--- src/hdl/tsense_pkg.sv ---
// Functional notes
// - Slave only: byte/word writes and reads
// - Address 10010 plus two strap-pin bits
// - Pointer low bits pick target register
// - Pointer bits 7..2 ignored, zero
// - Temperature left-justified, unused low bits zero
// - Two's complement, sign in bit 15
// - Configuration 8-bit read/write, resets zero
// - Config bit 0 selects shutdown
// - Config bit 1 selects interrupt mode
// - Config bit 2 sets alarm polarity
// - Config bits 4..3 pick queue depth
// - Upper threshold 9-bit, above counts fault
// - Lower threshold 9-bit, below releases comparator alarm
// - Continuous 133 ms conversions update result
// - Temperature read aborts running conversion
// - Conversions restart after stop condition
// - Interrupt alarm held until any read
// - Queue and alarm clear on config/threshold writes, shutdown
// - Comparator alarm follows consecutive fault count
// - Shutdown shows 8000h until new result
`default_nettype none
package tsense_pkg;
  localparam logic [4:0]  ADDR_BASE = 5'h12;
  localparam logic [1:0]  ADD_GND   = 2'h0;
  localparam logic [1:0]  ADD_VS    = 2'h1;
  localparam logic [1:0]  ADD_SDA   = 2'h2;
  localparam logic [1:0]  ADD_SCL   = 2'h3;
  localparam logic [1:0]  SEL_TEMP  = 2'h0;
  localparam logic [1:0]  SEL_CFG   = 2'h1;
  localparam logic [1:0]  SEL_LOW   = 2'h2;
  localparam logic [1:0]  SEL_HIGH  = 2'h3;
  localparam logic [15:0] TEMP_RESET = 16'h8000;
  localparam logic [15:0] MASK_9    = 16'hff80;
  localparam logic [15:0] MASK_12   = 16'hfff0;
  localparam logic [7:0]  CFG_RESET = 8'h00;
  localparam logic [8:0]  LOW_RESET  = 9'h096;
  localparam logic [8:0]  HIGH_RESET = 9'h0a0;
  localparam logic [3:0]  BIT_LAST  = 4'h8;
  localparam int CONV_TIME_MS = 133;
  localparam int CLK_HZ       = 40_000_000;
  localparam int CONV_CYCLES  = CONV_TIME_MS * (CLK_HZ / 1000);
  localparam int CNT_W        = 23;

  typedef struct packed {
    logic [2:0] rsvd;
    logic [1:0] queue;
    logic       polarity;
    logic       int_mode;
    logic       shutdown;
  } cfg_t;

  typedef struct packed {
    logic add;
    logic sda;
    logic scl;
  } pins_t;

  typedef enum logic [2:0] {
    ST_IDLE   = 3'h0,
    ST_ADDR   = 3'h1,
    ST_ACK_A  = 3'h3,
    ST_RX     = 3'h2,
    ST_ACK_RX = 3'h6,
    ST_TX     = 3'h7,
    ST_ACK_TX = 3'h5
  } bus_state_t;
endpackage
`default_nettype wire

--- src/hdl/pin_sync.sv ---
`default_nettype none
module pin_sync #(
  parameter int W = 3
) (
  input  wire logic         mclk,
  input  wire logic         rst_b,
  input  wire logic [W-1:0] pin_a,
  output logic      [W-1:0] pin_s
);
  logic [W-1:0] meta_q;

  // Idle bus lines sit high, so both stages reset high
  for (genvar i = 0; i < W; i++) begin : g_bit
    always_ff @(posedge mclk or negedge rst_b) begin
      if (!rst_b) begin
        meta_q[i] <= 1'b1;
        pin_s[i]  <= 1'b1;
      end else begin
        meta_q[i] <= pin_a[i];
        pin_s[i]  <= meta_q[i];
      end
    end
  end
endmodule // pin_sync
`default_nettype wire

--- src/hdl/conv_timer.sv ---
`default_nettype none
module conv_timer #(
  parameter int CYCLES = tsense_pkg::CONV_CYCLES
) (
  input  wire logic mclk,
  input  wire logic rst_b,
  input  wire logic run,
  output logic      done
);
  localparam int W = tsense_pkg::CNT_W;
  localparam logic [W-1:0] LAST = W'(CYCLES - 1);

  logic [W-1:0] cnt_q;

  // Dropping run discards the partial conversion
  always_ff @(posedge mclk or negedge rst_b) begin
    if (!rst_b) begin
      cnt_q <= '0;
    end else if (!run || cnt_q == LAST) begin
      cnt_q <= '0;
    end else begin
      cnt_q <= cnt_q + 1'b1;
    end
  end

  always_ff @(posedge mclk or negedge rst_b) begin
    if (!rst_b) begin
      done <= 1'b0;
    end else begin
      done <= run && cnt_q == LAST;
    end
  end
endmodule // conv_timer
`default_nettype wire

--- src/hdl/temp_sensor_slave.sv ---
`default_nettype none
module temp_sensor_slave #(
  parameter int CONV_CYCLES = tsense_pkg::CONV_CYCLES,
  parameter bit TWELVE_BIT  = 1'b1
) (
  input  wire logic        mclk,
  input  wire logic        rst_b,
  input  wire logic        scl_pin,
  input  wire logic        sda_in,
  output logic             sda_out,
  output logic             sda_oe,
  input  wire logic        addr_pin,
  input  wire logic [15:0] adc_value,
  output logic             alarm_output
);
  localparam logic [15:0] TEMP_MASK =
    TWELVE_BIT ? tsense_pkg::MASK_12 : tsense_pkg::MASK_9;

  tsense_pkg::pins_t      pins_a;
  tsense_pkg::pins_t      pins_s;
  tsense_pkg::pins_t      pins_d_q;
  tsense_pkg::bus_state_t state_q;
  tsense_pkg::cfg_t       cfg_q;
  logic                   scl_rise;
  logic                   scl_fall;
  logic                   start_ev;
  logic                   stop_ev;
  logic                   add_lo_q;
  logic                   add_hi_q;
  logic                   add_ne_scl_q;
  logic [1:0]             settle_q;
  logic                   addr_hit;
  logic [3:0]             bit_cnt_q;
  logic [7:0]             shift_q;
  logic [1:0]             byte_idx_q;
  logic                   rw_q;
  logic                   tx_lo_q;
  logic                   nack_q;
  logic [1:0]             ptr_q;
  logic [7:0]             msb_q;
  logic [8:0]             thr_lo_q;
  logic [8:0]             thr_hi_q;
  logic [15:0]            temp_q;
  logic [15:0]            rd_word;
  logic [7:0]             tx_byte;
  logic                   wr_byte;
  logic                   read_start;
  logic                   temp_read;
  logic                   cfg_wr;
  logic                   thr_wr;
  logic                   queue_clr;
  logic                   abort_q;
  logic                   run;
  logic                   conv_done;
  logic                   result_ok;
  logic                   over;
  logic                   under;
  logic                   fault;
  logic [2:0]             fq_q;
  logic                   alarm_q;
  logic                   look_lo_q;

  function automatic logic [1:0] strap_code(input logic lo,
                                            input logic hi,
                                            input logic ne_scl,
                                            input logic lvl);
    if (lo && hi) begin
      return ne_scl ? tsense_pkg::ADD_SDA : tsense_pkg::ADD_SCL;
    end
    return lvl ? tsense_pkg::ADD_VS : tsense_pkg::ADD_GND;
  endfunction

  function automatic logic [2:0] depth(input logic [1:0] code);
    case (code)
      2'h0:    return 3'h1;
      2'h1:    return 3'h2;
      2'h2:    return 3'h4;
      default: return 3'h6;
    endcase
  endfunction

  //////////////////////////////////////////////////////////////////////////
  // Pin synchronisers and bus events
  assign pins_a = '{add: addr_pin, sda: sda_in, scl: scl_pin};

  pin_sync #(.W(3)) u_sync (
    .mclk  (mclk),
    .rst_b (rst_b),
    .pin_a (pins_a),
    .pin_s (pins_s)
  );

  always_ff @(posedge mclk or negedge rst_b) begin
    if (!rst_b) begin
      pins_d_q <= '1;
    end else begin
      pins_d_q <= pins_s;
    end
  end

  assign scl_rise = pins_s.scl & ~pins_d_q.scl;
  assign scl_fall = ~pins_s.scl & pins_d_q.scl;
  assign start_ev = pins_s.scl & pins_d_q.scl & pins_d_q.sda & ~pins_s.sda;
  assign stop_ev  = pins_s.scl & pins_d_q.scl & ~pins_d_q.sda & pins_s.sda;

  // A strap pin that toggles is tied to a bus line; which one is told by
  // whether it ever disagreed with the clock line.
  always_ff @(posedge mclk or negedge rst_b) begin
    if (!rst_b) begin
      add_lo_q     <= 1'b0;
      add_hi_q     <= 1'b0;
      add_ne_scl_q <= 1'b0;
      settle_q     <= 2'h0;
    end else begin
      // Synchroniser resets high, not to the pin: wait until it has settled
      settle_q <= {settle_q[0], 1'b1};
      if (settle_q[1]) begin
        if (!pins_s.add) add_lo_q <= 1'b1;
        if (pins_s.add) add_hi_q <= 1'b1;
        if (pins_s.add != pins_s.scl) add_ne_scl_q <= 1'b1;
      end
    end
  end

  assign addr_hit = shift_q[7:1] == {tsense_pkg::ADDR_BASE,
                    strap_code(add_lo_q, add_hi_q, add_ne_scl_q,
                               pins_s.add)};

  //////////////////////////////////////////////////////////////////////////
  // Serial slave state machine
  assign wr_byte = scl_fall && state_q == tsense_pkg::ST_RX &&
                   bit_cnt_q == tsense_pkg::BIT_LAST;
  assign read_start = scl_fall && state_q == tsense_pkg::ST_ACK_A && rw_q;
  assign temp_read  = read_start && ptr_q == tsense_pkg::SEL_TEMP;

  always_comb begin
    case (ptr_q)
      tsense_pkg::SEL_TEMP: rd_word = temp_q;
      tsense_pkg::SEL_CFG:  rd_word = {cfg_q, cfg_q};
      tsense_pkg::SEL_LOW:  rd_word = {thr_lo_q, 7'h00};
      default:              rd_word = {thr_hi_q, 7'h00};
    endcase
  end

  assign tx_byte = tx_lo_q ? rd_word[7:0] : rd_word[15:8];

  always_ff @(posedge mclk or negedge rst_b) begin
    if (!rst_b) begin
      state_q   <= tsense_pkg::ST_IDLE;
      bit_cnt_q <= 4'h0;
      shift_q   <= 8'h00;
      rw_q      <= 1'b0;
      tx_lo_q   <= 1'b0;
      nack_q    <= 1'b0;
      sda_oe    <= 1'b0;
    end else if (stop_ev) begin
      state_q <= tsense_pkg::ST_IDLE;
      sda_oe  <= 1'b0;
    end else if (start_ev) begin
      state_q   <= tsense_pkg::ST_ADDR;
      bit_cnt_q <= 4'h0;
      sda_oe    <= 1'b0;
    end else if (scl_rise) begin
      case (state_q)
        tsense_pkg::ST_ADDR, tsense_pkg::ST_RX: begin
          shift_q   <= {shift_q[6:0], pins_s.sda};
          bit_cnt_q <= bit_cnt_q + 4'h1;
        end
        tsense_pkg::ST_TX: bit_cnt_q <= bit_cnt_q + 4'h1;
        tsense_pkg::ST_ACK_TX: nack_q <= pins_s.sda;
        default: ;
      endcase
    end else if (scl_fall) begin
      case (state_q)
        tsense_pkg::ST_ADDR: begin
          if (bit_cnt_q == tsense_pkg::BIT_LAST) begin
            rw_q    <= shift_q[0];
            tx_lo_q <= 1'b0;
            if (addr_hit) begin
              state_q <= tsense_pkg::ST_ACK_A;
              sda_oe  <= 1'b1;
            end else begin
              state_q <= tsense_pkg::ST_IDLE;
            end
          end
        end
        tsense_pkg::ST_ACK_A: begin
          bit_cnt_q <= 4'h0;
          if (rw_q) begin
            state_q <= tsense_pkg::ST_TX;
            shift_q <= tx_byte;
            sda_oe  <= ~tx_byte[7];
            tx_lo_q <= 1'b1;
          end else begin
            state_q <= tsense_pkg::ST_RX;
            sda_oe  <= 1'b0;
          end
        end
        tsense_pkg::ST_RX: begin
          if (bit_cnt_q == tsense_pkg::BIT_LAST) begin
            state_q <= tsense_pkg::ST_ACK_RX;
            sda_oe  <= 1'b1;
          end
        end
        tsense_pkg::ST_ACK_RX: begin
          state_q   <= tsense_pkg::ST_RX;
          bit_cnt_q <= 4'h0;
          sda_oe    <= 1'b0;
        end
        tsense_pkg::ST_TX: begin
          if (bit_cnt_q == tsense_pkg::BIT_LAST) begin
            state_q <= tsense_pkg::ST_ACK_TX;
            sda_oe  <= 1'b0;
          end else begin
            shift_q <= {shift_q[6:0], 1'b0};
            sda_oe  <= ~shift_q[6];
          end
        end
        tsense_pkg::ST_ACK_TX: begin
          bit_cnt_q <= 4'h0;
          if (!nack_q) begin
            state_q <= tsense_pkg::ST_TX;
            shift_q <= tx_byte;
            sda_oe  <= ~tx_byte[7];
            tx_lo_q <= ~tx_lo_q;
          end else begin
            state_q <= tsense_pkg::ST_IDLE;
          end
        end
        default: state_q <= tsense_pkg::ST_IDLE;
      endcase
    end
  end

  // Open-drain data line: only ever pulled low
  assign sda_out = 1'b0;

  //////////////////////////////////////////////////////////////////////////
  // Register writes
  assign cfg_wr = wr_byte && byte_idx_q == 2'h1 &&
                  ptr_q == tsense_pkg::SEL_CFG;
  assign thr_wr = wr_byte && byte_idx_q == 2'h2 && ptr_q[1];

  always_ff @(posedge mclk or negedge rst_b) begin
    if (!rst_b) begin
      byte_idx_q <= 2'h0;
    end else if (start_ev) begin
      byte_idx_q <= 2'h0;
    end else if (wr_byte && byte_idx_q != 2'h3) begin
      byte_idx_q <= byte_idx_q + 2'h1;
    end
  end

  always_ff @(posedge mclk or negedge rst_b) begin
    if (!rst_b) begin
      ptr_q    <= tsense_pkg::SEL_TEMP;
      cfg_q    <= tsense_pkg::CFG_RESET;
      msb_q    <= 8'h00;
      thr_lo_q <= tsense_pkg::LOW_RESET;
      thr_hi_q <= tsense_pkg::HIGH_RESET;
    end else if (wr_byte) begin
      case (byte_idx_q)
        2'h0: ptr_q <= shift_q[1:0];
        2'h1: begin
          if (ptr_q == tsense_pkg::SEL_CFG) cfg_q <= shift_q;
          msb_q <= shift_q;
        end
        2'h2: begin
          if (ptr_q == tsense_pkg::SEL_LOW) begin
            thr_lo_q <= {msb_q, shift_q[7]};
          end
          if (ptr_q == tsense_pkg::SEL_HIGH) begin
            thr_hi_q <= {msb_q, shift_q[7]};
          end
        end
        default: ;
      endcase
    end
  end

  //////////////////////////////////////////////////////////////////////////
  // Conversion timebase and temperature result
  // Holding the converter through the whole read keeps both bytes of the
  // word from one result.
  always_ff @(posedge mclk or negedge rst_b) begin
    if (!rst_b) begin
      abort_q <= 1'b0;
    end else if (temp_read) begin
      abort_q <= 1'b1;
    end else if (stop_ev) begin
      abort_q <= 1'b0;
    end
  end

  assign run = ~cfg_q.shutdown & ~abort_q;

  conv_timer #(.CYCLES(CONV_CYCLES)) u_conv (
    .mclk  (mclk),
    .rst_b (rst_b),
    .run   (run),
    .done  (conv_done)
  );

  assign result_ok = conv_done & ~abort_q & ~temp_read & ~cfg_q.shutdown;

  always_ff @(posedge mclk or negedge rst_b) begin
    if (!rst_b) begin
      temp_q <= tsense_pkg::TEMP_RESET;
    end else if (cfg_q.shutdown) begin
      temp_q <= tsense_pkg::TEMP_RESET;
    end else if (result_ok) begin
      temp_q <= adc_value & TEMP_MASK;
    end
  end

  //////////////////////////////////////////////////////////////////////////
  // Fault queue and alarm
  assign over  = $signed(adc_value[15:7]) > $signed(thr_hi_q);
  assign under = $signed(adc_value[15:7]) < $signed(thr_lo_q);
  assign fault = cfg_q.int_mode ? (look_lo_q ? under : over)
                                : (alarm_q ? under : over);
  assign queue_clr = cfg_wr | thr_wr | cfg_q.shutdown;

  always_ff @(posedge mclk or negedge rst_b) begin
    if (!rst_b) begin
      fq_q      <= 3'h0;
      alarm_q   <= 1'b0;
      look_lo_q <= 1'b0;
    end else if (queue_clr) begin
      fq_q      <= 3'h0;
      alarm_q   <= 1'b0;
      look_lo_q <= 1'b0;
    end else begin
      if (read_start && cfg_q.int_mode) alarm_q <= 1'b0;
      // Held interrupt alarm ignores results until a read releases it
      if (result_ok && !(cfg_q.int_mode && alarm_q)) begin
        if (!fault) begin
          fq_q <= 3'h0;
        end else if (fq_q + 3'h1 == depth(cfg_q.queue)) begin
          fq_q <= 3'h0;
          if (cfg_q.int_mode) begin
            alarm_q   <= 1'b1;
            look_lo_q <= ~look_lo_q;
          end else begin
            alarm_q <= ~alarm_q;
          end
        end else begin
          fq_q <= fq_q + 3'h1;
        end
      end
    end
  end

  always_ff @(posedge mclk or negedge rst_b) begin
    if (!rst_b) begin
      alarm_output <= 1'b1;
    end else begin
      alarm_output <= cfg_q.polarity ? alarm_q : ~alarm_q;
    end
  end
endmodule // temp_sensor_slave
`default_nettype wire

--- config.mk ---
export PLATFORM = sky130hd
export DESIGN_NAME = temp_sensor_slave
export DESIGN_NICKNAME = d
export VERILOG_FILES = /design/src/hdl/tsense_pkg.sv /design/src/hdl/pin_sync.sv /design/src/hdl/conv_timer.sv /design/src/hdl/temp_sensor_slave.sv
export SDC_FILE = /design/constraint.sdc
export NUM_CORES = 1
export LEC_CHECK = 0
export BUFFER_PORTS_ARGS = -buffer_cell sky130_fd_sc_hd__buf_2
export CAP_MARGIN = 10
export CORE_AREA = 2 2 135 137
export DETAILED_ROUTE_END_ITERATION = 8
export DIE_AREA = 0 0 137 139
export HOLD_SLACK_MARGIN = 0.03
export PLACE_DENSITY = 0.59
export SYNTH_ARGS = -nofsm -noshare
export SYNTH_HDL_FRONTEND = slang
export SYNTH_SLANG_ARGS = --single-unit
--- constraint.sdc ---
create_clock -name mclk -period 2.1 [get_ports mclk]
set_input_delay 0.105 -clock mclk [delete_from_list [all_inputs] [get_ports mclk]]
set_output_delay 0.105 -clock mclk [all_outputs]
set_load 0.005 [all_outputs]
==> reports/summary.txt <==
starting density of the core: 0.3413
Clk Tree Root Cell: clkbuf_16
Cell Rows: 49
initial antenna violation count: 0
wire length per cell: 16.78 um
Die Y: 139 um
peak supply drop: 0.0006706 V
leading area contributor after synthesis: dfrtp_1
crit-path max FO: 3
Synth Area in Adders: 0.05814
Port Buf Inserts: 18
fin worst setup slack: -0.1844 ns
number of global-route vias before repair: 5093
Power Dens Cells: 743.8 mW/mm^2
Area Growth Syn to Fin: 31.58%
Max-cap violations: 0
Max Root-Sink Buffers: 2
combinational power share: 0.064
data arrival time of the critical path: 2.56 ns
largest net degree at the start of global routing: 70
Layout Cells excl Fill: 931
final core utilization: 0.4491
DRC: 0
top_reg_cell synth: dfrtp_1
critical path type: flip-flop to flip-flop
library cells used by synthesis: 67
pre-CTS setup slack: -0.1552 ns
register area share after synthesis: 0.4726
Overflow after GRT: 0
outcome: complete, but fails checks
clock latency on the worst-skew pair: 0.41 ns
Net Sw Power: 0.001239 W
Lkg Pwr: 3.467 nW
multiplexer share of the synthesized area: 0.07600
Hold/Removal Path Class: input pin to asynchronous set/reset pin
simple-gate share of the synthesized area: 0.1618
Critical Path Source Type: flip-flop
#FFs+latches synth: 113
violated checks: negative setup slack
TNS Setup: -0.5417 ns
commonest non-fill, non-tap cell in the layout: dfrtp_1
total die area: 0.01904 sq mm
DRT Pass-1 Iters: 5
TritonCTS buffer count: 17
part of the cycle the worst path needs: 1.088
Clk pwr share: 0.553
post-synthesis async set-or-reset flop share: 1.000
GRT Total Usage: 0.1727
Ports: 24
largest family of logic cells by synthesized area: simple AND/OR/NAND/NOR gates
Core Area: 0.01766 sq mm
fraction of layout cells with a size suffix above 1: 0.3048
sequential share of power: 0.383
yosys warns: 0
CP required: 2.38 ns
RSZ-0062 raised after global routing: true
Reg2Reg Depth: 7
post-synth top area share: 0.4028
HPWL after DPL: 11.15 mm
Clock Sinks: 113
via/cell ratio: 5.223
Mapped Area: 0.006026 sq mm
skew final: 0.009971 ns
clk slew on worst S/H paths: 0.06 ns
Area contributors post-synth: dfrtp_1, dfstp_2, mux2_2
Synth Area in Compound Gates: 0.1478
Vias: 4863
RePlAce Congestion: 0.8918
syn_nets: 633
Pwr Total: 0.005897 W
XOR/XNOR share of the synthesized area: 0.04360
Tmin final: 2.284 ns
Final Max Tran Viols: 0
Placed Instances: 874
r2r endpoint: fq_q[2]
drt total wl: 15.62 mm
Setup-failing EPs final: 4
cells after synthesis: 584
element type at the critical path end: flip-flop
commonest cells after routing, fill and taps aside: dfrtp_1, buf_4, nand2_1, nor2_1, inv_1
layout filler cell count: 1639
Sw Ratio: 0.2100
H-tree Lvls: 4
diodes inserted: 0
RR Startpoint: thr_hi_q[5]
Avg Cell Area, Syn: 10.32 sq um
1st-iter DRT viols: 318
FMAX: 0.4378 GHz
Post-layout nets: 738
Hold Vio Cnt, Final: 0
Post-synth EDFFs: 0
Int Pwr: 0.004659 W
antenna-violating nets left: 0
TritonCTS clock tree: done
setup slack, reg-to-reg: -0.18 ns
first-pass GRT wire length: 25.48 mm
Die Wd: 137 um
-- registers in the layout, indices dropped and copies added, names as in the netlist, 4 cells and up --
| name | flops |
|---|---|
| u_conv.cnt_q | 23 |
| temp_q | 12 |
| thr_hi_q | 9 |
| thr_lo_q | 9 |
| cfg_q | 8 |
| msb_q | 8 |
| shift_q | 8 |
| bit_cnt_q | 4 |
-- how the worst max path moves through the flow --
stage | from | end | slack, ns | depth (start not counted)
6_report | thr_hi_q[5] | fq_q[2] | -0.18 | 7
5_1_grt | thr_lo_q[4] | fq_q[2] | -0.24 | 8
4_1_cts | thr_hi_q[5] | fq_q[2] | -0.17 | 7
3_5_place_dp | thr_hi_q[5] | fq_q[2] | -0.16 | 7
3_3_place_gp | thr_hi_q[7] | alarm_q | -0.08 | 8
2_1_floorplan | fq_q[0] | look_lo_q | -0.04 | 6
-- power by group through the flow --
stage                     Combinational, W  Clock, W  Sequential [W]
after global placement            0.000319         0         0.00229
after floorplan                   0.000164         0         0.00229
after CTS                         0.000369   0.00332         0.00226
final                             0.000380   0.00326         0.00226
after global routing              0.000424   0.00346         0.00226
after detailed placement          0.000329         0         0.00229
-- cells by family (layout without fill, tap and decap cells) --
kind of cell             Yosys count  count (layout)
AND/OR/NAND/NOR                  190             190
AO/OA/AOI/OAI                    124             124
flip-flops                       113             113
buffers and inverters             57             175
multiplexers                      40              40
XOR/XNOR                          30              30
adder cells (fa/ha/maj)           28              28
other                              2               2
-- metal layers --
| metal | routed length, um | track usage | vias to the layer above | share of wire |
|---|---|---|---|---|
| met1 | 7014 | 0.2161 | 2434 | 0.45 |
| met3 | 466 | 0.04313 | 30 | 0.030 |
| met5 | 0 | 0 | - | 0 |
| li1 | - | - | 2290 | - |
| met4 | 391 | 0.06891 | 0 | 0.025 |
| met2 | 7750 | 0.2836 | 109 | 0.50 |
-- synthesized netlist by cell type (all sizes together), types with 11 or more instances --
| cell | n |
|---|---|
| a21oi | 25 |
| dfrtp | 97 |
| nand2 | 49 |
| dfstp | 16 |
| xor2 | 19 |
| inv | 38 |
| a22o | 11 |
| xnor2 | 11 |
| o21ai | 35 |
| mux2 | 36 |
| ha | 28 |
| nor2b | 11 |
| nand3 | 21 |
| nor2 | 47 |
-- critical path, stage by stage, from the launching register on --
cell and delay [ns]:
dfstp_2 0.54, inv_2 0.04, ha_4 0.14, a21o_1 0.15, a2111o_1 0.41, o211ai_1 0.35, a31oi_2 0.18, a221o_1 0.33
-- final cells by class --
cell class / count / area [sq um] / share of cell area
flip-flops and latches: 113 / 2850 / 0.3595
inverters: 38 / 142.6 / 0.01799
well taps: 229 / 286.5 / 0.03614
multi-input cells: 414 / 3161 / 0.3986
clock buffers: 23 / 498.0 / 0.06281
clock inverters: 9 / 175.2 / 0.02209
repair buffers: 105 / 815.8 / 0.1029
-- through the flow --
| step | hold slack [ns] | cell area, sq um |
|---|---|---|
| 2_1_floorplan | -0.1906 | 6070 |
| 3_3_place_gp | -0.02395 | 6847 |
| 3_5_place_dp | -0.02087 | 6847 |
| 4_1_cts | 0.08074 | 7776 |
| 5_1_grt | 0.09762 | 7929 |
| 6_report | 0.08473 | 7929 |
-- timing repair --
action,4_1_cts,5_1_grt
hold buffers,16,0
pin swaps,12,14
gates resized for setup,15,23
hold endpoints to repair,115,0
setup endpoints to repair,17,59
buffers inserted,3,5
cloned,0,1
No activity file was read; power rests on OpenSTA's default activity.
